--- src/core/dsl_pkg.sv ---
`default_nettype none
// ----------------------------------------
// shared constants and types
// ----------------------------------------
package dsl_pkg;

  localparam int DSL_DATA_W          = 8;     // character width
  localparam int DSL_BAUD_W          = 16;    // bit time counter width
  localparam int DSL_FIFO_DEPTH      = 4;     // transmit queue depth
  localparam int DSL_BREAK_TX_CYCLES = 4096;  // length of returned break
  localparam int DSL_SYNC_SHIFT      = 3;     // sync char is low for 8 bits

  localparam logic [3:0] DSL_BIT_START = 4'h0;  // start bit index
  localparam logic [3:0] DSL_BIT_STOP  = 4'h9;  // stop bit index
  localparam logic [3:0] DSL_BRK_BITS  = 4'hA;  // low bits that make a break

  // line drive options
  typedef struct packed {
    logic drive_both;             // drive high and low while sending
    logic tx_drive_high_assist;   // help rising edges only
  } dsl_cfg_type;

  // error events
  typedef struct packed {
    logic brk;  // line held low too long
    logic frm;  // stop bit seen low
    logic col;  // host talked over us
  } dsl_err_type;

  // link states
  typedef enum logic [2:0] {
    ST_IDLE,
    ST_BAUD,
    ST_RX,
    ST_TX,
    ST_BREAK
  } dsl_state_type;

endpackage
`default_nettype wire

--- src/core/dsl_fifo.sv ---
`timescale 1ns/10ps
`default_nettype none
// ----------------------------------------
// small synchronous fifo
// ----------------------------------------
module dsl_fifo #(
  parameter int WIDTH = 8,
  parameter int DEPTH = 4
) (
  input  wire logic             clk_in,
  input  wire logic             reset_in,
  input  wire logic             ce_in,
  input  wire logic             flush_in,
  input  wire logic [WIDTH-1:0] in_data_in,
  input  wire logic             in_valid_in,
  output logic                  in_ready_out,
  output logic      [WIDTH-1:0] out_data_out,
  output logic                  out_valid_out,
  input  wire logic             out_ready_in
);
  localparam int AW = (DEPTH > 1) ? $clog2(DEPTH) : 1;
  localparam int CW = $clog2(DEPTH + 1);

  logic [WIDTH-1:0] mem_reg [DEPTH];  // storage, no reset needed
  logic [AW-1:0]    wr_ptr_reg;       // next slot to write
  logic [AW-1:0]    rd_ptr_reg;       // oldest entry
  logic [CW-1:0]    count_reg;        // entries held
  logic [CW-1:0]    count_next;
  logic             ready_reg;        // not full, registered so ready is a flop
  wire              push = in_valid_in && ready_reg;
  wire              pop  = out_valid_out && out_ready_in;
  wire [AW-1:0]     wr_ptr_inc = (wr_ptr_reg == AW'(DEPTH - 1)) ? '0 : wr_ptr_reg + AW'(1'h1);
  wire [AW-1:0]     rd_ptr_inc = (rd_ptr_reg == AW'(DEPTH - 1)) ? '0 : rd_ptr_reg + AW'(1'h1);

  assign in_ready_out  = ready_reg;
  assign out_valid_out = (count_reg != '0);
  assign out_data_out  = mem_reg[rd_ptr_reg];

  // occupancy after this cycle
  always_comb begin
    count_next = count_reg;
    if (push && !pop) begin
      count_next = count_reg + CW'(1'h1);
    end else if (pop && !push) begin
      count_next = count_reg - CW'(1'h1);
    end
  end

  // pointers and count; flush drops everything queued
  always_ff @(posedge clk_in) begin
    if (reset_in || (ce_in && flush_in)) begin
      wr_ptr_reg <= '0;
      rd_ptr_reg <= '0;
      count_reg  <= '0;
      ready_reg  <= 1'h1;
    end else if (ce_in) begin
      if (push) wr_ptr_reg <= wr_ptr_inc;
      if (pop) rd_ptr_reg <= rd_ptr_inc;
      count_reg <= count_next;
      ready_reg <= (count_next != CW'(DEPTH));
    end
  end

  // data store
  always_ff @(posedge clk_in) begin
    if (ce_in && push) begin
      mem_reg[wr_ptr_reg] <= in_data_in;
    end
  end

endmodule
`default_nettype wire

--- src/core/dsl_link.sv ---
`timescale 1ns/10ps
`default_nettype none
// What this block does
// flag break after ten low bit times
// flag framing error on low stop bit
// flag collision when host overlaps our send
// any error aborts the running command
// answer errors with 4096-cycle low break
// error recovery clears the baud detector
// host may force recovery with a break
// drive-both drives line high and low
// drive from start bit to stop midpoint
// assist drives high until high or centre
// both set: one-clock high on rising edge
// an unlocked link autobauds on the host sync char
// baud generator runs at measured host rate
// break length uses the measured bit time
module dsl_link #(
  parameter int BAUD_W          = dsl_pkg::DSL_BAUD_W,
  parameter int FIFO_DEPTH      = dsl_pkg::DSL_FIFO_DEPTH,
  parameter int BREAK_TX_CYCLES = dsl_pkg::DSL_BREAK_TX_CYCLES
) (
  input  wire logic                         clk_in,
  input  wire logic                         reset_in,
  input  wire logic                         ce_in,
  input  wire logic                         debug_serial_pin_in,
  output logic                              debug_serial_pin_out,
  output logic                              debug_serial_pin_oe_out,
  input  wire dsl_pkg::dsl_cfg_type         cfg_in,
  input  wire logic [dsl_pkg::DSL_DATA_W-1:0] tx_data_in,
  input  wire logic                         tx_valid_in,
  output logic                              tx_ready_out,
  output logic      [dsl_pkg::DSL_DATA_W-1:0] rx_data_out,
  output logic                              rx_valid_out,
  output dsl_pkg::dsl_err_type              err_out,
  output logic                              cmd_abort_out,
  output logic                              baud_locked_out
);
  import dsl_pkg::*;

  localparam int MW    = BAUD_W + DSL_SYNC_SHIFT;        // sync measure width
  localparam int LW    = BAUD_W + 4;                     // low run width
  localparam int BRK_W = $clog2(BREAK_TX_CYCLES + 1);    // break timer width

  // ----------------------------------------
  // state
  // ----------------------------------------
  logic                  pin_s1_reg;        // first sync stage, read only by second
  logic                  pin_s2_reg;        // synchronised line level
  logic                  pin_s3_reg;        // previous level for edges
  dsl_state_type         state_reg;         // link state
  dsl_state_type         state_next;
  logic [BAUD_W-1:0]     bit_time_reg;      // cycles per bit
  logic                  baud_locked_reg;   // rate known
  logic [MW-1:0]         meas_cnt_reg;      // low cycles of sync char
  logic [BAUD_W-1:0]     bit_cnt_reg;       // cycle within bit
  logic [3:0]            bit_idx_reg;       // bit within frame
  logic [DSL_DATA_W-1:0] rx_shift_reg;      // receive shifter
  logic [DSL_DATA_W+1:0] tx_frame_reg;      // stop, data, start
  logic                  prev_bit_reg;      // last bit sent
  logic                  hi_done_reg;       // assist finished for this bit
  logic [LW-1:0]         low_cnt_reg;       // consecutive low cycles
  logic [BRK_W-1:0]      brk_cnt_reg;       // returned break timer
  logic                  pin_out_reg;       // pin value
  logic                  pin_oe_reg;        // pin enable
  logic [DSL_DATA_W-1:0] rx_data_reg;       // last good char
  logic                  rx_valid_reg;      // one-cycle strobe
  dsl_err_type           err_reg;           // one-cycle error strobes
  logic                  abort_reg;         // one-cycle abort
  logic                  drv_oe;            // drive decision
  logic                  drv_val;
  logic [DSL_DATA_W-1:0] fifo_data;         // head of send queue
  logic                  fifo_valid;

  // ----------------------------------------
  // decode
  // ----------------------------------------
  wire              line_high     = pin_s2_reg;
  wire              line_fall     = pin_s3_reg && !pin_s2_reg;
  wire              line_rise     = !pin_s3_reg && pin_s2_reg;
  wire [BAUD_W-1:0] half_time     = bit_time_reg >> 1;
  wire              at_center     = (bit_cnt_reg == half_time);
  wire              before_center = (bit_cnt_reg < half_time);
  wire              at_end        = (bit_cnt_reg == bit_time_reg - BAUD_W'(1'h1));
  wire              tx_bit        = tx_frame_reg[bit_idx_reg];
  wire              at_stop       = (bit_idx_reg == DSL_BIT_STOP);
  wire              at_start      = (bit_idx_reg == DSL_BIT_START);
  wire [BAUD_W-1:0] meas_bits     = meas_cnt_reg[MW-1:DSL_SYNC_SHIFT];
  wire              meas_ovf      = &meas_cnt_reg;
  wire              in_rx         = (state_reg == ST_RX);
  wire              in_tx         = (state_reg == ST_TX);
  wire              assist_pulse  = cfg_in.drive_both && cfg_in.tx_drive_high_assist;
  // break threshold scales with the measured rate
  wire [LW-1:0]     brk_limit     = {4'h0, bit_time_reg} * {{BAUD_W{1'h0}}, DSL_BRK_BITS};
  wire              brk_last      = (brk_cnt_reg == BRK_W'(BREAK_TX_CYCLES - 1));
  wire              det_brk       = baud_locked_reg && !line_high
                                    && (low_cnt_reg == brk_limit - LW'(1'h1));
  wire              det_frm       = in_rx && at_stop && at_center && !line_high;
  wire              det_col       = in_tx && tx_bit && at_center && !line_high;
  wire              err_any       = det_brk || det_frm || det_col;
  wire              tx_pop        = (state_reg == ST_IDLE) && (state_next == ST_TX);

  // ----------------------------------------
  // pin synchroniser
  // ----------------------------------------
  always_ff @(posedge clk_in) begin
    if (reset_in) begin
      pin_s1_reg <= 1'h1;
      pin_s2_reg <= 1'h1;
      pin_s3_reg <= 1'h1;
    end else if (ce_in) begin
      pin_s1_reg <= debug_serial_pin_in;
      pin_s2_reg <= pin_s1_reg;
      pin_s3_reg <= pin_s2_reg;
    end
  end

  // ----------------------------------------
  // link state machine
  // ----------------------------------------
  // half duplex: receive, send and sync measure never overlap
  always_comb begin
    state_next = state_reg;
    case (state_reg)
      ST_IDLE: begin
        if (line_fall) begin
          // an unlocked link treats any start edge as a sync char
          state_next = baud_locked_reg ? ST_RX : ST_BAUD;
        end else if (baud_locked_reg && fifo_valid && line_high) begin
          state_next = ST_TX;
        end
      end
      ST_BAUD: begin
        if (line_rise || meas_ovf) state_next = ST_IDLE;
      end
      ST_RX: begin
        // false start or end of char at the stop centre
        if (at_center && ((at_start && line_high) || at_stop)) state_next = ST_IDLE;
      end
      ST_TX: begin
        if (at_stop && at_end) state_next = ST_IDLE;
      end
      ST_BREAK: begin
        if (brk_last) state_next = ST_IDLE;
      end
      default: state_next = ST_IDLE;
    endcase
    if (err_any) state_next = ST_BREAK;
  end

  always_ff @(posedge clk_in) begin
    if (reset_in) state_reg <= ST_IDLE;
    else if (ce_in) state_reg <= state_next;
  end

  // ----------------------------------------
  // auto-baud
  // ----------------------------------------
  // the sync char is low for eight bit times, so divide by eight
  always_ff @(posedge clk_in) begin
    if (reset_in) begin
      meas_cnt_reg    <= MW'(1'h1);
      bit_time_reg    <= '0;
      baud_locked_reg <= 1'h0;
    end else if (ce_in) begin
      if (state_reg == ST_BAUD) meas_cnt_reg <= meas_cnt_reg + MW'(1'h1);
      else meas_cnt_reg <= MW'(1'h1);
      if (err_any) begin
        baud_locked_reg <= 1'h0;
      end else if (state_reg == ST_BAUD && line_rise) begin
        bit_time_reg    <= meas_bits;
        baud_locked_reg <= (meas_bits != '0);
      end
    end
  end

  // ----------------------------------------
  // bit timer
  // ----------------------------------------
  always_ff @(posedge clk_in) begin
    if (reset_in) begin
      bit_cnt_reg <= '0;
      bit_idx_reg <= DSL_BIT_START;
    end else if (ce_in) begin
      if (state_next != state_reg) begin
        bit_cnt_reg <= '0;
        bit_idx_reg <= DSL_BIT_START;
      end else if (at_end) begin
        bit_cnt_reg <= '0;
        bit_idx_reg <= bit_idx_reg + 4'h1;
      end else begin
        bit_cnt_reg <= bit_cnt_reg + BAUD_W'(1'h1);
      end
    end
  end

  // ----------------------------------------
  // break and error detection
  // ----------------------------------------
  // low run saturates; the flag fires once on the last cycle
  always_ff @(posedge clk_in) begin
    if (reset_in) begin
      low_cnt_reg <= '0;
      err_reg     <= '0;
      abort_reg   <= 1'h0;
    end else if (ce_in) begin
      if (line_high) low_cnt_reg <= '0;
      else if (low_cnt_reg < brk_limit) low_cnt_reg <= low_cnt_reg + LW'(1'h1);
      err_reg   <= '{brk: det_brk, frm: det_frm, col: det_col};
      abort_reg <= err_any;
    end
  end

  // returned break, measured in system clocks not bits
  always_ff @(posedge clk_in) begin
    if (reset_in) brk_cnt_reg <= '0;
    else if (ce_in) brk_cnt_reg <= (state_reg == ST_BREAK) ? brk_cnt_reg + BRK_W'(1'h1) : '0;
  end

  // ----------------------------------------
  // receiver
  // ----------------------------------------
  // lsb first, sampled at the bit centre
  always_ff @(posedge clk_in) begin
    if (reset_in) begin
      rx_shift_reg <= '0;
      rx_data_reg  <= '0;
      rx_valid_reg <= 1'h0;
    end else if (ce_in) begin
      rx_valid_reg <= 1'h0;
      if (in_rx && at_center && !at_start && !at_stop) begin
        rx_shift_reg <= {line_high, rx_shift_reg[DSL_DATA_W-1:1]};
      end
      if (in_rx && at_center && at_stop && line_high) begin
        rx_data_reg  <= rx_shift_reg;
        rx_valid_reg <= 1'h1;
      end
    end
  end

  // ----------------------------------------
  // transmitter
  // ----------------------------------------
  always_ff @(posedge clk_in) begin
    if (reset_in) begin
      tx_frame_reg <= '1;
      prev_bit_reg <= 1'h1;
      hi_done_reg  <= 1'h0;
    end else if (ce_in) begin
      if (tx_pop) begin
        tx_frame_reg <= {1'h1, fifo_data, 1'h0};
        prev_bit_reg <= 1'h1;  // idle line is high
      end else if (in_tx && at_end) begin
        prev_bit_reg <= tx_bit;
      end
      // assist ends for the bit once the line is seen high
      if (tx_pop || at_end) hi_done_reg <= 1'h0;
      else if (in_tx && line_high) hi_done_reg <= 1'h1;
    end
  end

  // ----------------------------------------
  // pin drive
  // ----------------------------------------
  // zeros are always pulled low; ones rely on the pull-up unless a mode helps
  always_comb begin
    drv_oe  = 1'h0;
    drv_val = 1'h1;
    if (state_reg == ST_BREAK) begin
      drv_oe  = 1'h1;
      drv_val = 1'h0;
    end else if (in_tx) begin
      if (!tx_bit) begin
        drv_oe  = 1'h1;
        drv_val = 1'h0;
      end else if (assist_pulse) begin
        drv_oe = (bit_cnt_reg == '0) && !prev_bit_reg;
      end else if (cfg_in.drive_both) begin
        drv_oe = !at_stop || before_center;
      end else if (cfg_in.tx_drive_high_assist) begin
        // sensed level lags two clocks, so a short overdrive is possible
        drv_oe = !hi_done_reg && !line_high && before_center;
      end
    end
  end

  always_ff @(posedge clk_in) begin
    if (reset_in) begin
      pin_oe_reg  <= 1'h0;
      pin_out_reg <= 1'h1;
    end else if (ce_in) begin
      pin_oe_reg  <= drv_oe;
      pin_out_reg <= drv_val;
    end
  end

  // ----------------------------------------
  // send queue
  // ----------------------------------------
  // an error flushes queued characters along with the command
  dsl_fifo #(
    .WIDTH (DSL_DATA_W),
    .DEPTH (FIFO_DEPTH)
  ) u_tx_fifo (
    .clk_in        (clk_in),
    .reset_in      (reset_in),
    .ce_in         (ce_in),
    .flush_in      (err_any),
    .in_data_in    (tx_data_in),
    .in_valid_in   (tx_valid_in),
    .in_ready_out  (tx_ready_out),
    .out_data_out  (fifo_data),
    .out_valid_out (fifo_valid),
    .out_ready_in  (tx_pop)
  );

  // ----------------------------------------
  // outputs
  // ----------------------------------------
  assign debug_serial_pin_out    = pin_out_reg;
  assign debug_serial_pin_oe_out = pin_oe_reg;
  assign rx_data_out             = rx_data_reg;
  assign rx_valid_out            = rx_valid_reg;
  assign err_out                 = err_reg;
  assign cmd_abort_out           = abort_reg;
  assign baud_locked_out         = baud_locked_reg;
endmodule
`default_nettype wire

--- config.mk ---
export PLATFORM = sky130hd
export DESIGN_NAME = dsl_link
export DESIGN_NICKNAME = d
export VERILOG_FILES = /design/src/core/dsl_pkg.sv /design/src/core/dsl_fifo.sv /design/src/core/dsl_link.sv
export SDC_FILE = /design/constraint.sdc
export NUM_CORES = 1
export LEC_CHECK = 0
export ABC_AREA = 0
export BUFFER_PORTS_ARGS = -buffer_cell sky130_fd_sc_hd__buf_4
export CAP_MARGIN = 0
export CORE_MARGIN = 1
export CORE_UTILIZATION = 47
export CTS_BUF_LIST = sky130_fd_sc_hd__clkbuf_2 sky130_fd_sc_hd__clkbuf_4 sky130_fd_sc_hd__clkbuf_8
export CTS_CLUSTER_SIZE = 8
export DETAILED_ROUTE_END_ITERATION = 8
export GPL_ROUTABILITY_DRIVEN = 1
export GPL_TIMING_DRIVEN = 0
export PLACE_DENSITY_LB_ADDON = 0.25
export SYNTH_ARGS = -nofsm -noshare
export SYNTH_HDL_FRONTEND = slang
export SYNTH_HIERARCHICAL = 1
export SYNTH_SLANG_ARGS = --single-unit
--- constraint.sdc ---
create_clock -name clk_in -period 4.5 [get_ports clk_in]
set_input_delay 0.9 -clock clk_in [delete_from_list [all_inputs] [get_ports clk_in]]
set_output_delay 0.9 -clock clk_in [all_outputs]
set_load 0.01 [all_outputs]
==> impl_metrics.tcl <==
set metrics [dict create \
    outcome "complete, but fails checks" \
    violations "negative setup slack" \
    fin_hold_ws_ps 476 \
    drive_gt1_frac 0.190 \
    rr_worst_depth 19 \
    cp_cell_sequence "ha_1 -> ha_1 -> a211oi_1 -> nor2_1 -> or2_1 -> buf_4 -> o31ai_1 -> mux2i_1 -> or4_1 -> or2b_2 -> a2111o_1 -> buf_4 -> o31ai_4 -> a21oi_4 -> buf_4 -> buf_6 -> a21oi_4 -> buf_6 -> nor3_1" \
    timing.final.max_slew_violations 0 \
    syn-mean-instance-area_um2 8.87 \
    clock_latency_ps 490 \
    period_share 1.04 \
    vdd_drop_max_mv 0.221 \
    die_area_um2 23100 \
    fin_util 0.575 \
    yosysMostFrequentCell "dfxtp_1" \
    ys_warn_count 6 \
    wl_per_cell_um 17.0 \
    pin_count 32 \
    synth.distinct_cells 90 \
    p_sw_mw 0.885 \
    slowest_stage "or4_1" \
    hold_depth 2 \
    synth_cells 1193 \
    crit_family "compound AO/OA/AOI/OAI gates" \
    drtIter0Drc 684 \
    tightest_slew_ps 1090 \
    switching_share 0.296 \
    timing.final.ws_setup_ps -192 \
    route.detailed.drc 0 \
    antennaDiodeCount 0 \
    yosys_most_used_dff "dfxtp_1" \
    htreeDepth 4 \
    power_frac_comb 0.065 \
    async_flop_share 0 \
    viasPerCell 5.73 \
    ys_seq_area_frac 0.354 \
    numPortBuffers 31 \
    clockBufferDepth 2 \
    fmax_mhz 213 \
    yosysTopAreaCell "dfxtp_1" \
    wirelength_mm 26.7 \
    grt_max_degree 23 \
    syn_nets 1288 \
    grt_pass1_vias 8707 \
    nets 1376 \
    syn_area_um2 10600 \
    ys_top_cells_by_area "dfxtp_1 26%, ha_1 9.3%, edfxtp_1 9.1%, nand2_1 4.6%, xnor2_1 4.6%" \
    die_y_um 152 \
    clock_skew_ps 18.2 \
    critPathKind "reg -> reg" \
    rrSetupSlack_ps -190 \
    finalSetupViolCount 27 \
    synth_edf_count 32 \
    critical_path.max_fanout 6 \
    num_vias 9025 \
    antenna_found_initial 0 \
    clkPwrFrac 0.406 \
    cellInternalPower_mw 2.10 \
    hold_path_class "reg -> reg" \
    synthTopCellsByCount "139 x dfxtp_1, 131 x nand2_1, 106 x nor2_1, 79 x ha_1, 70 x a21oi_1" \
    synth_top_area_share 0.263 \
    final_hold_viol_count 0 \
    drv_cap 0 \
    fp.dieW_um 152 \
    crit_cells 19 \
    core_um2 22000 \
    grt.total_usage 0.229 \
    tns_ps -3550 \
    cts_tree "yes" \
    gr-total-overflow 0 \
    critPathRequiredTime_ps 4860 \
    p_per_area_nw_per_um2 236 \
    hpwl_mm 18.7 \
    gp_congestion 0.852 \
    clkSinkCount 171 \
    rsz0062_at_grt "true" \
    leakage_nw 4.97 \
    critPathMaxStageDelay_ps 430 \
    path_common_cell "buf_4" \
    fin_crit_ps 4690 \
    arrival_ps 5050 \
    endpoint_kind "register" \
    root_buffer "clkbuf_8" \
    clk_pin_slew_ps 110 \
    max_slew_margin 0.268 \
    row_count 54 \
    ant_nets 0 \
    startpoint_type "register" \
    seqPwrFrac 0.528 \
    dp_slack_ps -768 \
    synth_seq_cells 171 \
    grt_pass1_wl_mm 43.1 \
    numCtsBuffers 17 \
    area_growth_syn_to_layout_pct 19.4 \
    drt_pass1_iterations 7 \
    fill_cells 1945 \
    cp_num_buf_inv 5 \
    finalPower_mw 2.99 \
    largest_reg_flops 32 \
    start_util 0.482 \
]
[cell families after synthesis]
| logic type | share of synthesized area |
|---|---|
| simple gates | 0.229 |
| compound gates | 0.127 |
| flops | 0.354 |
| xor+xnor | 0.0931 |
| buf+inv | 0.0416 |
| fa+ha+maj | 0.0953 |
| mux | 0.0608 |
[stage by stage]
step | cell area [um2] | std cells
5_1_grt | 12600 | 1574
6_report | 12600 | 1574
3_5_place_dp | 11200 | 1504
3_3_place_gp | 11200 | 1504
4_1_cts | 12300 | 1558
2_1_floorplan | 10600 | 1193
[path summary, 6_finish.rpt]
kind	start	endpoint
worst max-delay path	bit_time_reg[4]	bit_cnt_reg[11]
worst min-delay path	tx_frame_reg[0]	tx_frame_reg[0]
worst max register to register	bit_time_reg[4]	bit_cnt_reg[11]
worst min register to register	tx_frame_reg[0]	tx_frame_reg[0]
[routing by layer]
| layer | part of all wire | GRT usage |
|---|---|---|
| met1 | 0.44 | 0.279 |
| met2 | 0.50 | 0.412 |
| met3 | 0.044 | 0.0411 |
| met4 | 0.015 | 0.0651 |
| met5 | 0 | 0 |
[area by class of cell]
class	count	area, um2	share of cell area
sequential	171	3790	0.300
timing repair buffer	73	589	0.0466
tap	280	350	0.0277
buffer	47	287	0.0227
inverter	48	183	0.0145
clock inverter	15	220	0.0174
multi-input combinational	923	6980	0.553
clock buffer	17	234	0.0185
[tightest hold or removal path: stages (launching register included)]
cell     delay, ps
dfxtp_1        330
inv_1           40
o21ai_0         70
[power groups by stage]
stage	Sequential (mW)	Clock [mW]	Combinational, mW
after CTS	1.58	1.24	0.180
after global routing	1.58	1.29	0.212
after detailed placement	1.62	0	0.156
final	1.58	1.21	0.196
after global placement	1.62	0	0.153
after floorplan	1.62	0	0.103
[cell usage in the layout, fill, tap and decap left out, drive strengths merged, types with 6 or more instances in the layout]
master | synthesis | final
buf | 18 | 90
and4 | 6 | 6
nor4 | 20 | 20
nand4 | 36 | 36
nand2 | 131 | 131
nand3 | 36 | 36
o211ai | 9 | 9
o31ai | 6 | 6
xor2 | 55 | 55
nor2 | 107 | 107
nor2b | 9 | 9
o21a | 11 | 11
edfxtp | 32 | 32
a21o | 16 | 16
inv | 47 | 56
or3 | 9 | 9
clkbuf | 32 | 46
mux4 | 10 | 10
xnor2 | 55 | 55
clkinv | 1 | 7
a211oi | 7 | 7
and2 | 7 | 7
dfxtp | 139 | 139
or4 | 6 | 6
o21ai | 36 | 36
mux2i | 38 | 38
nand4b | 10 | 10
a31oi | 6 | 6
ha | 79 | 79
and3 | 26 | 26
nor3 | 43 | 43
or2 | 7 | 7
a21oi | 73 | 73
[repair_timing]
| action | CTS | global route |
|---|---|---|
| hold buffers | 0 | 0 |
| pin swaps | 42 | 31 |
| gates resized for setup | 107 | 54 |
| buffers inserted | 21 | 19 |
| setup endpoints to repair | 66 | 61 |
| cloned | 2 | 2 |
Power figures use the tool's default switching activity.
